[src/vic_map.svh]
// vic_map.svh: offsets, field positions, reset values and source counts
// assumes: included by bare name from vic_pkg and vic_ctrl
`ifndef VIC_MAP_SVH
`define VIC_MAP_SVH

// register indices; byte address on the bus is four times the index
`define VIC_SYSCTL_IDX 16'hFFC4
`define VIC_SENSE_IDX 16'hFFC6
`define VIC_ENABLE_IDX 16'hFFC7
`define VIC_COND_IDX 16'hFFC8
`define VIC_INTEN_IDX 16'hFFC9
`define VIC_STATUS_IDX 16'hFFCA

`define VIC_ADDR_W 18

// system control fields
`define VIC_SYSCTL_NMI_EDGE 2
`define VIC_SYSCTL_RST 8'h0B
`define VIC_SYSCTL_WMASK 8'hF5
`define VIC_SYSCTL_FIXED 8'h0A

// sense and line-enable registers
`define VIC_EXT_RST 3'h0
`define VIC_EXT_FIXED 8'hF8

// condition byte: mask bit position and reset value
`define VIC_COND_IBIT 7
`define VIC_COND_RST 8'h80

`define VIC_INTEN_RST 19'h00000

// vector numbers
`define VIC_VEC_NMI 6'h03
`define VIC_VEC_EXT0 6'h04
`define VIC_VEC_TMR16 6'h0C
`define VIC_VEC_SERIAL 6'h1B
`define VIC_VEC_CONV 6'h23
`define VIC_VEC_WDOG 6'h24
`define VIC_VEC_NONE 6'h00

// counts of internal sources per block
`define VIC_N_TMR 13
`define VIC_N_SERIAL 4

// bus responses
`define VIC_RESP_OKAY 2'h0
`define VIC_RESP_SLVERR 2'h2

`endif

[src/vic_pkg.sv]
// vic_pkg.sv: types shared by the vectored interrupt controller
// assumes: vic_map.svh sits in the same folder
`include "vic_map.svh"

package vic_pkg;

  localparam int N_EXT = 3;
  localparam int N_INT = 19;

  typedef enum logic [3:0] {
    SEQ_IDLE = 4'h1,
    SEQ_PUSH_PC = 4'h2,
    SEQ_PUSH_COND = 4'h4,
    SEQ_VECTOR = 4'h8
  } vic_seq_t;

  typedef struct packed {
    logic aw_held;
    logic [`VIC_ADDR_W-1:0] aw_addr;
    logic w_held;
    logic [31:0] w_data;
    logic [3:0] w_strb;
    logic awready;
    logic wready;
    logic bvalid;
    logic [1:0] bresp;
    logic arready;
    logic rvalid;
    logic [31:0] rdata;
    logic [1:0] rresp;
  } vic_bus_t;

  typedef struct packed {
    logic nmi_s1;
    logic nmi_s2;
    logic nmi_prev;
    logic [N_EXT-1:0] ext_s1;
    logic [N_EXT-1:0] ext_s2;
    logic [N_EXT-1:0] ext_prev;
    logic hws_s1;
    logic hws_s2;
  } vic_sync_t;

  typedef struct packed {
    vic_bus_t bus;
    vic_sync_t sy;
    logic [7:0] sysctl;
    logic [N_EXT-1:0] sense;
    logic [N_EXT-1:0] line_en;
    logic [N_INT-1:0] int_en;
    logic [7:0] cond;
    logic first_done;
    logic nmi_pend;
    logic [N_EXT-1:0] ext_pend;
    vic_seq_t seq;
    logic [5:0] vec;
    logic req;
    logic [5:0] req_vec;
    logic stack_wr;
    logic [15:0] stack_data;
    logic vec_load;
    logic [15:0] vec_addr;
    logic wake;
  } vic_state_t;

endpackage

[src/vic_ctrl.sv]
// vic_ctrl.sv: vectored interrupt controller with its exception sequencer
// assumes: one 20 MHz clock, synchronous active-low reset, AXI4-Lite master,
// internal requests arrive on this clock; external pins are asynchronous
//
// Notes on behaviour
// - nmi request on falling edge when edge select is 0, rising when 1
// - nmi ignores mask bit, uses vector 3, its sequence sets mask bit
// - each external line is low-level sensed when select 0, falling edge when 1
// - each external line has its own enable bit, all cleared at reset
// - edge caught while enabled stays pending even after enable is cleared
// - pending external flag clears when mask set, level mode and disabled
// - external lines use vectors 4 to 6, line 0 highest priority
// - nineteen internal sources have vectors 12 to 36, masked by mask bit
// - internal vectors: timers 12 to 24, serial 27 to 30, 35, 36
// - maskable request taken only when mask bit clear and either enabled or its edge already pending
// - nmi accepted always except in reset, hardware standby or before the first instruction completes
// - only highest priority accepted request passed on; lower vector wins
// - sequence starts after current instruction or sequence; vector latched
// - sequence pushes program counter first, then condition byte
// - after stacking the mask bit is set to 1
// - vector address is twice the vector number, table starts at zero
// - condition byte stacked twice; return restores it from even byte
// - detection ignores pin direction settings
// - nmi and external lines can wake from software standby
// - bits 7 to 3 of sense and enable registers read as 1
// - all requests blocked after reset until first instruction completes
//
// Register access over AXI4-Lite was chosen for this implementation.
`timescale 1ns/1ps
`default_nettype none
`include "vic_map.svh"

module vic_ctrl #(
  parameter int N_EXT = vic_pkg::N_EXT,
  parameter int N_INT = vic_pkg::N_INT
) (
  input wire logic REF_CLK_I,
  input wire logic RESETN_I,
  // register bus
  input wire logic [`VIC_ADDR_W-1:0] AWADDR_I,
  input wire logic AWVALID_I,
  output logic AWREADY_O,
  input wire logic [31:0] WDATA_I,
  input wire logic [3:0] WSTRB_I,
  input wire logic WVALID_I,
  output logic WREADY_O,
  output logic [1:0] BRESP_O,
  output logic BVALID_O,
  input wire logic BREADY_I,
  input wire logic [`VIC_ADDR_W-1:0] ARADDR_I,
  input wire logic ARVALID_I,
  output logic ARREADY_O,
  output logic [31:0] RDATA_O,
  output logic [1:0] RRESP_O,
  output logic RVALID_O,
  input wire logic RREADY_I,
  // request pins
  input wire logic NMI_N_I,
  input wire logic [N_EXT-1:0] EXT_REQ_N_I,
  input wire logic [N_INT-1:0] INT_REQ_I,
  // core side
  input wire logic INSTR_END_I,
  input wire logic [15:0] NEXT_PC_I,
  input wire logic RETURN_I,
  input wire logic [15:0] RETURN_WORD_I,
  input wire logic SW_STANDBY_I,
  input wire logic HW_STANDBY_I,
  output logic REQ_O,
  output logic [5:0] REQ_VEC_O,
  output logic STACK_WR_O,
  output logic [15:0] STACK_DATA_O,
  output logic VEC_LOAD_O,
  output logic [15:0] VEC_ADDR_O,
  output logic [7:0] COND_O,
  output logic WAKE_O
);

  vic_pkg::vic_state_t q;
  vic_pkg::vic_state_t next_q;

  ////////////////////////////////////////////////////////////////////////////
  // helpers

  function automatic logic [`VIC_ADDR_W-1:0] byte_addr(input logic [15:0] idx);
    byte_addr = {idx, 2'b00};
  endfunction

  function automatic logic [5:0] int_vec(input int i);
    if (i < `VIC_N_TMR) begin
      int_vec = `VIC_VEC_TMR16 + 6'(i);
    end else if (i < `VIC_N_TMR + `VIC_N_SERIAL) begin
      int_vec = `VIC_VEC_SERIAL + 6'(i - `VIC_N_TMR);
    end else if (i == `VIC_N_TMR + `VIC_N_SERIAL) begin
      int_vec = `VIC_VEC_CONV;
    end else begin
      int_vec = `VIC_VEC_WDOG;
    end
  endfunction

  function automatic logic [31:0] merge(input logic [31:0] old, input logic [31:0] nw,
                                        input logic [3:0] strb);
    merge = old;
    for (int b = 0; b < 4; b++) begin
      if (strb[b]) begin
        merge[b*8 +: 8] = nw[b*8 +: 8];
      end
    end
  endfunction

  ////////////////////////////////////////////////////////////////////////////
  // reset image

  vic_pkg::vic_state_t rst_q;
  always_comb begin
    rst_q = '0;
    rst_q.bus.awready = 1'b1;
    rst_q.bus.wready = 1'b1;
    rst_q.bus.arready = 1'b1;
    rst_q.sy.nmi_s1 = 1'b1;
    rst_q.sy.nmi_s2 = 1'b1;
    rst_q.sy.nmi_prev = 1'b1;
    rst_q.sy.ext_s1 = '1;
    rst_q.sy.ext_s2 = '1;
    rst_q.sy.ext_prev = '1;
    rst_q.sysctl = `VIC_SYSCTL_RST;
    rst_q.sense = `VIC_EXT_RST;
    rst_q.line_en = `VIC_EXT_RST;
    rst_q.int_en = `VIC_INTEN_RST;
    rst_q.cond = `VIC_COND_RST;
    rst_q.seq = vic_pkg::SEQ_IDLE;
  end

  ////////////////////////////////////////////////////////////////////////////
  // arbitration

  logic nmi_sel;
  logic [N_EXT-1:0] ext_req;
  logic [N_INT-1:0] int_req;
  logic mask;
  logic win;
  logic [5:0] win_vec;

  always_comb begin
    mask = q.cond[`VIC_COND_IBIT];
    for (int k = 0; k < N_EXT; k++) begin
      ext_req[k] = q.sense[k] ? q.ext_pend[k] : (~q.sy.ext_s2[k] & q.line_en[k]);
    end
    int_req = INT_REQ_I & q.int_en;
    win = 1'b0;
    win_vec = `VIC_VEC_NONE;
    // lowest vector scanned last so it wins
    if (q.first_done && !mask) begin
      for (int i = N_INT - 1; i >= 0; i--) begin
        if (int_req[i]) begin
          win = 1'b1;
          win_vec = int_vec(i);
        end
      end
      for (int k = N_EXT - 1; k >= 0; k--) begin
        if (ext_req[k]) begin
          win = 1'b1;
          win_vec = `VIC_VEC_EXT0 + 6'(k);
        end
      end
    end
    // hardware standby blocks nmi; reset clears everything anyway
    nmi_sel = q.nmi_pend & q.first_done & ~q.sy.hws_s2;
    if (nmi_sel) begin
      win = 1'b1;
      win_vec = `VIC_VEC_NMI;
    end
  end

  ////////////////////////////////////////////////////////////////////////////
  // next state

  logic [31:0] wr_val;
  logic [31:0] rd_val;
  logic rd_hit;
  logic take;

  always_comb begin
    next_q = q;
    wr_val = 32'h0000_0000;
    rd_val = 32'h0000_0000;
    rd_hit = 1'b0;
    take = 1'b0;
    next_q.stack_wr = 1'b0;
    next_q.vec_load = 1'b0;

    // pin levels only, no direction involved
    next_q.sy.nmi_s1 = NMI_N_I;
    next_q.sy.nmi_s2 = q.sy.nmi_s1;
    next_q.sy.nmi_prev = q.sy.nmi_s2;
    next_q.sy.ext_s1 = EXT_REQ_N_I;
    next_q.sy.ext_s2 = q.sy.ext_s1;
    next_q.sy.ext_prev = q.sy.ext_s2;
    next_q.sy.hws_s1 = HW_STANDBY_I;
    next_q.sy.hws_s2 = q.sy.hws_s1;

    // write channel: address and data taken in either order
    if (AWVALID_I && q.bus.awready) begin
      next_q.bus.aw_held = 1'b1;
      next_q.bus.aw_addr = AWADDR_I;
    end
    if (WVALID_I && q.bus.wready) begin
      next_q.bus.w_held = 1'b1;
      next_q.bus.w_data = WDATA_I;
      next_q.bus.w_strb = WSTRB_I;
    end
    if (q.bus.bvalid && BREADY_I) begin
      next_q.bus.bvalid = 1'b0;
    end
    if (q.bus.aw_held && q.bus.w_held && !q.bus.bvalid) begin
      next_q.bus.aw_held = 1'b0;
      next_q.bus.w_held = 1'b0;
      next_q.bus.bvalid = 1'b1;
      next_q.bus.bresp = `VIC_RESP_OKAY;
      unique case (q.bus.aw_addr)
        byte_addr(`VIC_SYSCTL_IDX): begin
          wr_val = merge({24'h0, q.sysctl}, q.bus.w_data, q.bus.w_strb);
          next_q.sysctl = (wr_val[7:0] & `VIC_SYSCTL_WMASK) |
                          (q.sysctl & ~`VIC_SYSCTL_WMASK);
        end
        byte_addr(`VIC_SENSE_IDX): begin
          wr_val = merge({29'h0, q.sense}, q.bus.w_data, q.bus.w_strb);
          next_q.sense = wr_val[2:0];
        end
        byte_addr(`VIC_ENABLE_IDX): begin
          wr_val = merge({29'h0, q.line_en}, q.bus.w_data, q.bus.w_strb);
          next_q.line_en = wr_val[2:0];
        end
        byte_addr(`VIC_COND_IDX): begin
          wr_val = merge({24'h0, q.cond}, q.bus.w_data, q.bus.w_strb);
          next_q.cond = wr_val[7:0];
        end
        byte_addr(`VIC_INTEN_IDX): begin
          wr_val = merge({13'h0, q.int_en}, q.bus.w_data, q.bus.w_strb);
          next_q.int_en = wr_val[18:0];
        end
        byte_addr(`VIC_STATUS_IDX): begin
          wr_val = 32'h0000_0000;
        end
        default: begin
          next_q.bus.bresp = `VIC_RESP_SLVERR;
        end
      endcase
    end

    // read channel
    unique case (ARADDR_I)
      byte_addr(`VIC_SYSCTL_IDX): begin
        rd_hit = 1'b1;
        rd_val = {24'h0, q.sysctl | `VIC_SYSCTL_FIXED};
      end
      byte_addr(`VIC_SENSE_IDX): begin
        rd_hit = 1'b1;
        rd_val = {24'h0, `VIC_EXT_FIXED | {5'h00, q.sense}};
      end
      byte_addr(`VIC_ENABLE_IDX): begin
        rd_hit = 1'b1;
        rd_val = {24'h0, `VIC_EXT_FIXED | {5'h00, q.line_en}};
      end
      byte_addr(`VIC_COND_IDX): begin
        rd_hit = 1'b1;
        rd_val = {24'h0, q.cond};
      end
      byte_addr(`VIC_INTEN_IDX): begin
        rd_hit = 1'b1;
        rd_val = {13'h0, q.int_en};
      end
      byte_addr(`VIC_STATUS_IDX): begin
        rd_hit = 1'b1;
        rd_val = {16'h0, q.seq != vic_pkg::SEQ_IDLE, q.first_done, q.vec,
                  3'h0, q.nmi_pend, 1'b0, q.ext_pend};
      end
      default: begin
        rd_hit = 1'b0;
      end
    endcase
    if (q.bus.rvalid && RREADY_I) begin
      next_q.bus.rvalid = 1'b0;
    end
    if (ARVALID_I && q.bus.arready) begin
      next_q.bus.rvalid = 1'b1;
      next_q.bus.rdata = rd_val;
      next_q.bus.rresp = rd_hit ? `VIC_RESP_OKAY : `VIC_RESP_SLVERR;
    end
    next_q.bus.awready = ~next_q.bus.aw_held & ~next_q.bus.bvalid;
    next_q.bus.wready = ~next_q.bus.w_held & ~next_q.bus.bvalid;
    next_q.bus.arready = ~next_q.bus.rvalid;

    // first instruction after reset always runs
    if (INSTR_END_I) begin
      next_q.first_done = 1'b1;
    end

    // return restores condition from the even (high) byte
    if (RETURN_I) begin
      next_q.cond = RETURN_WORD_I[15:8];
    end

    // exception sequencer
    take = win & ((q.seq == vic_pkg::SEQ_IDLE && INSTR_END_I) ||
                  q.seq == vic_pkg::SEQ_VECTOR);
    unique case (q.seq)
      vic_pkg::SEQ_PUSH_PC: begin
        next_q.stack_wr = 1'b1;
        next_q.stack_data = {q.cond, q.cond};
        next_q.seq = vic_pkg::SEQ_PUSH_COND;
      end
      vic_pkg::SEQ_PUSH_COND: begin
        next_q.cond[`VIC_COND_IBIT] = 1'b1;
        next_q.vec_load = 1'b1;
        next_q.vec_addr = {9'h000, q.vec, 1'b0};
        next_q.seq = vic_pkg::SEQ_VECTOR;
      end
      vic_pkg::SEQ_VECTOR,
      vic_pkg::SEQ_IDLE: begin
        next_q.seq = vic_pkg::SEQ_IDLE;
      end
    endcase
    if (take) begin
      next_q.vec = win_vec;
      next_q.stack_wr = 1'b1;
      next_q.stack_data = NEXT_PC_I;
      next_q.seq = vic_pkg::SEQ_PUSH_PC;
    end

    // pending flags: clears first, sets afterwards so a new event wins
    if (take && win_vec == `VIC_VEC_NMI) begin
      next_q.nmi_pend = 1'b0;
    end
    if (q.sysctl[`VIC_SYSCTL_NMI_EDGE] ? (~q.sy.nmi_prev & q.sy.nmi_s2)
                                   : (q.sy.nmi_prev & ~q.sy.nmi_s2)) begin
      next_q.nmi_pend = 1'b1;
    end
    for (int k = 0; k < N_EXT; k++) begin
      if (take && win_vec == `VIC_VEC_EXT0 + 6'(k)) begin
        next_q.ext_pend[k] = 1'b0;
      end
      if (mask && !q.sense[k] && !q.line_en[k]) begin
        next_q.ext_pend[k] = 1'b0;
      end
      // enable gates only new edges; a caught edge survives disabling
      if (q.sense[k] && q.line_en[k] && q.sy.ext_prev[k] && !q.sy.ext_s2[k]) begin
        next_q.ext_pend[k] = 1'b1;
      end
    end

    // request to core shows the arbitration result
    next_q.req = win & (next_q.seq == vic_pkg::SEQ_IDLE);
    next_q.req_vec = win_vec;
    // wake from software standby on nmi or any enabled external request
    next_q.wake = SW_STANDBY_I & (q.nmi_pend | (|(ext_req & (q.line_en | q.ext_pend))));
  end

  ////////////////////////////////////////////////////////////////////////////
  // state register

  always_ff @(posedge REF_CLK_I) begin
    if (!RESETN_I) begin
      q <= rst_q;
    end else begin
      q <= next_q;
    end
  end

  ////////////////////////////////////////////////////////////////////////////
  // outputs

  assign AWREADY_O = q.bus.awready;
  assign WREADY_O = q.bus.wready;
  assign BVALID_O = q.bus.bvalid;
  assign BRESP_O = q.bus.bresp;
  assign ARREADY_O = q.bus.arready;
  assign RVALID_O = q.bus.rvalid;
  assign RDATA_O = q.bus.rdata;
  assign RRESP_O = q.bus.rresp;
  assign REQ_O = q.req;
  assign REQ_VEC_O = q.req_vec;
  assign STACK_WR_O = q.stack_wr;
  assign STACK_DATA_O = q.stack_data;
  assign VEC_LOAD_O = q.vec_load;
  assign VEC_ADDR_O = q.vec_addr;
  assign COND_O = q.cond;
  assign WAKE_O = q.wake;

endmodule

`default_nettype wire

[config.mk]
export PLATFORM = sky130hd
export DESIGN_NAME = vic_ctrl
export DESIGN_NICKNAME = d
export VERILOG_FILES = /design/src/vic_pkg.sv /design/src/vic_ctrl.sv
export VERILOG_INCLUDE_DIRS = /design/src
export SDC_FILE = /design/constraint.sdc
export NUM_CORES = 1
export LEC_CHECK = 0
export ABC_AREA = 1
export BUFFER_PORTS_ARGS = -buffer_cell sky130_fd_sc_hd__buf_2
export CAP_MARGIN = 40
export CORE_MARGIN = 1
export CORE_UTILIZATION = 52
export CTS_CLUSTER_DIAMETER = 150
export CTS_CLUSTER_SIZE = 14
export DETAILED_ROUTE_END_ITERATION = 12
export PLACE_DENSITY_LB_ADDON = 0.3
export SYNTH_ARGS = -nofsm -noshare
export SYNTH_HDL_FRONTEND = slang
export SYNTH_SLANG_ARGS = --single-unit
export TNS_END_PERCENT = 10
[constraint.sdc]
create_clock -name REF_CLK_I -period 1.9 [get_ports REF_CLK_I]
set_input_delay 0 -clock REF_CLK_I [delete_from_list [all_inputs] [get_ports REF_CLK_I]]
set_output_delay 0 -clock REF_CLK_I [all_outputs]
set_load 0.005 [all_outputs]
==> results.cfg, run 1 <==
[synth]
ys_types = 47
ys_warn_count = 0
synth_top_family_by_area = simple AND/OR/NAND/NOR gates
synth-seq-cells = 168
yosys_most_used_dff = dfxtp_1
synth_compound_area_share_pct = 17.8
synth_area_um2 = 7560
async_flop_share_pct = 0
synthCells = 994
synth.area.mux_share_pct = 0
ys_top_cells_by_count = dfxtp_1 (168), nand2_1 (166), nor2_1 (126)
ys_seq_area_share_pct = 44.5
synth_area_leaders = dfxtp_1 (45%), buf_4 (8.5%), nand2_1 (8.2%)
yosysTopAreaCellShare_pct = 44.5
yosys.area_share.simple_pct = 22.4
syn_area_per_cell_um2 = 7.60
post-synth-top-count-cell = dfxtp_1
yosys.area.top_type = dfxtp_1
synth_edf_count = 0
synth_xor_area_share_pct = 0
synthAdderAreaFrac_pct = 0

[placed_design]
numPortBuffers = 181
dp_hpwl_um = 13800
post_dp_cell_area_um2 = 8260
pre_cts_slack_ns = -0.0179
gp_congestion = 1.00

[timing]
clock_skew_ns = 0.00712
worst_slack_ns = -0.00350
timing.final.crit_period_ns = 1.90
timing.slew.headroom_pct = 65.8
maxSlewViolCount = 0
hold_viol = 0
worst_slew_pin_slew_ns = 0.513
fmax_ghz = 0.525
hold_ws_ns = 0.0727
finalCritPeriodShare_pct = 100
rsz0062_at_grt = yes
setup_viol_count_final = 1

[global_routing]
grt_start_max_net_pins = 38
grt_usage_pct = 27.4
grt_pass1_vias = 6648
grt_overflow_total = 0
antenna_found_initial = 0
grt_pass1_wl_um = 31700

[finish]
diodes = 0
syn2layout_area_growth_pct = 29.5
finish.instance_area_um2 = 9790
nFillCells = 1189
final_layout_size_suffix_gt1_share_pct = 28.1
fin_nets = 1361
register_area_um2 = 3370
multi_input_comb_area_um2 = 3240

[clock_tree]
numCtsBuffers = 17
root_buffer = clkbuf_16
clock_sinks = 168
clock_latency_ns = 0.43
path_clk_slew_ns = 0.06
cts_tree = done
htreeDepth = 4
clockBufferDepth = 2

[drt]
drtIter0Drc = 628
routed-via-count = 7209
first_pass_iters = 5
final_antenna_net_count = 0
wl_um = 20300
drc = 0
drt-wirelength-per-cell_um = 14.4
drt-vias-per-instance = 5.10

[pwr]
seq_power_share_pct = 47.1
switching_share_pct = 24.2
switchingPower_mw = 1.94
p_leak_nw = 4.45
clockPowerShare_pct = 42.5
irDropWorstVdd_uv = 628
internal_power_mw = 6.09
power_frac_comb_pct = 10.4
p_per_area_nw_per_um2 = 820

[critical_path]
crit_arrival_ns = 2.19
criticalPathCategory = flip-flop to flip-flop
cp-end-kind = flip-flop
critPathLaunchType = flip-flop
worstPathMaxFanout = 4
worstPathRequired_ns = 2.19

[hold_path]
holdCritPathClass = primary input to flip-flop

[floorplanning]
die_w_um = 123
initial_core_util_pct = 53.8
die-height_um = 123
die-area_um2 = 15000
top_level_ports = 229
placement_rows = 43
core_um2 = 14000

[run]
cap_violations = 0

[run_status]
status = finished, violations left
violations = setup timing
## worst paths after layout
path	cells after the start	to	from	slack [ns]
setup / recovery	14	q[54]$_SDFFE_PN0P_	q[85]$_SDFFE_PN0P_	-0.003
hold / removal	5	COND_O[7]$_SDFFE_PP1P_	RETURN_WORD_I[15]	0.07
setup reg to reg	14	q[54]$_SDFFE_PN0P_	q[85]$_SDFFE_PN0P_	-0.003
hold reg to reg	1	next_q[102]$_SDFF_PN1_	next_q[105]$_SDFF_PN1_	0.41
## cells by family after synthesis
logic type,Yosys count
other,1
AND/OR/NAND/NOR,378
buffers and inverters,211
flip-flops,168
AO/OA/AOI/OAI,236
## cell type report
| class | count | share of cell area [%] |
|---|---|---|
| Clock buffer | 23 | 4.88 |
| Clock inverter | 7 | 0.971 |
| Inverter | 92 | 3.60 |
| Multi-Input combinational cell | 640 | 33.1 |
| Sequential cell | 168 | 34.4 |
| Tap cell | 180 | 2.30 |
| Timing Repair Buffer | 304 | 20.7 |
## sequential cells by signal, summed over array words and instances, names as in the netlist, 6 cells and up, named ones only
| signal | cells |
|---|---|
| COND_O | 8 |
| RDATA_O | 19 |
| REQ_VEC_O | 6 |
| STACK_DATA_O | 16 |
| VEC_ADDR_O | 6 |
| next_q | 9 |
| q | 87 |
## power groups by stage
stage / logic (mW) / clock network [mW] / registers [mW]
3_5_place_dp: 0.676 / 0 / 3.85
6_report: 0.834 / 3.41 / 3.78
4_1_cts: 0.809 / 3.41 / 3.77
5_1_grt: 0.932 / 3.60 / 3.80
2_1_floorplan: 0.472 / 0 / 3.82
3_3_place_gp: 0.665 / 0 / 3.84
## per-layer routing
layer	GRT usage (%)	up-vias	wire [um]
met1	33.8	3280	8660
met2	46.2	279	9860
met5	0	-	0
li1	-	3605	-
met3	5.48	45	1280
met4	11.6	0	497
## per-stage QoR
stage | utilization [%] | cells | total power [mW] | TNS (ns)
after floorplan | - | 1018 | 4.29 | 0
after global placement | 58.8 | 1298 | 4.51 | 0
after detailed placement | 58.8 | 1298 | 4.53 | -0.0559
after CTS | 68.5 | 1407 | 7.99 | -0.0128
after global routing | 69.7 | 1414 | 8.33 | -1.37
final | 69.7 | 1414 | 8.02 | -0.00350
## placed cells by master (no fill, tap or decap), drive strengths merged
master,netlist,routed
nor3,9,9
o21ai,104,104
or2,10,10
conb,1,25
a41oi,1,1
a21oi,69,69
a221oi,1,1
a31oi,18,18
a211oi,22,22
clkbuf,27,23
a32o,4,4
dfxtp,168,168
nand4,9,9
bufinv,0,2
a21boi,1,1
inv,90,91
nand3,27,27
o21bai,1,1
nor2,135,135
o41ai,1,1
nor4,3,3
dlygate4sd3,0,79
o211ai,2,2
clkinvlp,0,1
clkinv,2,5
a311oi,1,1
o21a,2,2
nand2,185,186
buf,92,225
o22ai,9,9
## critical path, stage by stage (launching register included)
cell      delay, ns
dfxtp_1        0.37
nand2_2        0.09
o21ai_4        0.19
nor2_4         0.06
nand2_4        0.09
nor2_4         0.05
nand2_2        0.05
o21ai_2        0.05
nand2_2        0.08
nand2_4        0.07
inv_6          0.08
nand4_1        0.14
buf_4          0.17
o211ai_1       0.18
a21oi_1        0.09
## timing repair
action                                 4_1_cts  5_1_grt
resized for setup                            2       43
buffers inserted                             0        6
setup endpoints to repair                   10       47
cloned                                       0        1
endpoints found under the hold margin       76        0
pin swaps                                    1        9
hold buffers                                79        0
No activity file was read; power rests on OpenSTA's default activity.
==> inputs of run 2 (changes only) <==
--- a/config.mk
+++ b/config.mk
@@ -7,7 +7,7 @@
 export NUM_CORES = 1
 export LEC_CHECK = 0
 export ABC_AREA = 1
-export BUFFER_PORTS_ARGS = -buffer_cell sky130_fd_sc_hd__buf_2
+export BUFFER_PORTS_ARGS = -buffer_cell sky130_fd_sc_hd__clkbuf_2
 export CAP_MARGIN = 40
 export CORE_MARGIN = 1
 export CORE_UTILIZATION = 52
==> results.cfg, run 2 (synthesis results as in run 1) <==
[timing]
hold_viol = 0
timing.final.crit_period_ns = 1.87
setup_tns_ns = 0
maxSlewViolCount = 0
fmax_ghz = 0.536
rsz0062_at_grt = yes
worst_slew_pin_slew_ns = 0.506
timing.slew.headroom_pct = 66.2
setup_viol_count_final = 0
finalCritPeriodShare_pct = 98.2
worst_slack_ns = 0.0334
clock_skew_ns = 0.00833

[placed_design]
dp_hpwl_um = 13800
gp_congestion = 0.981
numPortBuffers = 181
pre_cts_slack_ns = 0.0283
post_dp_cell_area_um2 = 8250

[pwr]
clockPowerShare_pct = 41.0
irDropWorstVdd_uv = 791
switching_share_pct = 25.6
p_per_area_nw_per_um2 = 801
seq_power_share_pct = 48.5
p_leak_nw = 4.40
finalPower_mw = 7.80
internal_power_mw = 5.80
switchingPower_mw = 1.99
power_frac_comb_pct = 10.5

[critical_path]
crit_arrival_ns = 2.17
critPathLaunchType = flip-flop
worst-path-buf-inv = 2
worstPathMaxFanout = 5
cpMostUsedCell = nand2_2
path_cells = inv_2 -> nand2_2 -> o21ai_4 -> nor2_4 -> nand2_4 -> nor2_4 -> nand2_2 -> o21ai_2 -> nand2_2 -> nand2_4 -> inv_8 -> nand4_1 -> nor2_2 -> nand3_1 -> nand2_1 -> a21oi_1
cp-end-kind = flip-flop
cp_slowest_stage_delay_ns = 0.31
worstPathRequired_ns = 2.21
crit_family = simple AND/OR/NAND/NOR gates
worst_path_max_delay_cell = dfxtp_2
criticalPathCategory = flip-flop to flip-flop

[global_routing]
grt_pass1_vias = 6628
grt_pass1_wl_um = 31700
grt_start_max_net_pins = 81
grt_usage_pct = 27.3
antenna_found_initial = 0
grt_overflow_total = 0

[clock_tree]
cts_tree = done
clock_sinks = 168
htreeDepth = 4
clock_latency_ns = 0.42
numCtsBuffers = 17
path_clk_slew_ns = 0.06
clockBufferDepth = 2
root_buffer = clkbuf_16

[finish]
largest_register_ffs = 87
fin_nets = 1354
syn2layout_area_growth_pct = 28.8
final_layout_size_suffix_gt1_share_pct = 29.1
diodes = 0
final_cell_mix = clkbuf_2 (181), dfxtp_1 (159), nand2_1 (154)
mostFrequentLayoutCell = clkbuf_2
final_util_pct = 69.3
finish.instance_area_um2 = 9730
top_register = q

[drt]
routed-via-count = 7217
drt-wirelength-per-cell_um = 14.4
drc = 0
wl_um = 20300
drtIter0Drc = 459
drt-vias-per-instance = 5.12
final_antenna_net_count = 0
first_pass_iters = 7

[floorplanning]
die-area_um2 = 15000
core_um2 = 14000
die-height_um = 123
placement_rows = 43
initial_core_util_pct = 53.8
die_w_um = 123
top_level_ports = 229

[run_status]
status = finished clean

[run]
cap_violations = 0

[hold_path]
holdCritPathClass = primary input to flip-flop
[run 2: cell types whose count changed in the layout (fill, tap and decap cells not counted), sizes merged]
cell,before,now
buf,225,44
clkbuf,23,201
dlygate4sd3,79,72
inv,91,96
bufinv,2,0
clkinv,5,6
clkinvlp,1,2
nand2,186,185
nor2,135,136
[run 2: final cells by class]
cell class	instances	area (um^2)
fillers	1178	4310
flip-flops and latches	168	3370
multi-input cells	640	3260
repair buffers	297	1970
clock buffers	20	457
inverters	92	358
well taps	180	225
clock inverters	12	91.3
[run 2: worst paths after layout]
path | start | to | slack [ns] | depth (start not counted)
min reg2reg | next_q[98]$_SDFF_PN0_ | q[98]$_SDFF_PN0_ | 0.41 | 2
min | RESETN_I | q[109]$_SDFF_PN1_ | 0.05 | 3
max reg2reg | next_q[101]$_SDFF_PN1_ | q[53]$_SDFFE_PN0P_ | 0.03 | 16
max | next_q[101]$_SDFF_PN1_ | q[53]$_SDFFE_PN0P_ | 0.03 | 16
[run 2: what timing repair did]
action / 4_1_cts / 5_1_grt
setup endpoints to repair: 1 / 57
hold buffers: 72 / 0
pin swaps: 0 / 10
buffers inserted: 0 / 8
hold endpoints to repair: 75 / 0
gates cloned: 0 / 1
resized for setup: 0 / 54
[run 2: power by group through the flow]
stage	Sequential, mW	Clock (mW)	Combinational [mW]
6_report	3.78	3.20	0.819
4_1_cts	3.77	3.24	0.796
3_3_place_gp	3.85	0	0.667
2_1_floorplan	3.82	0	0.472
3_5_place_dp	3.85	0	0.678
5_1_grt	3.79	3.40	0.915
[run 2: layer usage]
metal / part of all wire (%) / track usage (%) / routed length [um]
met5: 0 / 0 / 0
met1: 42 / 33.6 / 8630
met2: 49 / 46.2 / 9970
met3: 5.5 / 5.72 / 1120
met4: 2.9 / 11.4 / 595
[run 2: tightest hold or removal path: stages]
cell	delay [ns]
clkbuf_2	0.11
buf_12	0.22
nand2_1	0.09
[run 2: through the flow]
step / instances / hold WS, ns
after global routing: 1409 / 0.0550
after detailed placement: 1296 / 0.188
after CTS: 1400 / 0.0269
after floorplan: 1018 / 0.0976
final: 1409 / 0.0471
after global placement: 1296 / 0.188
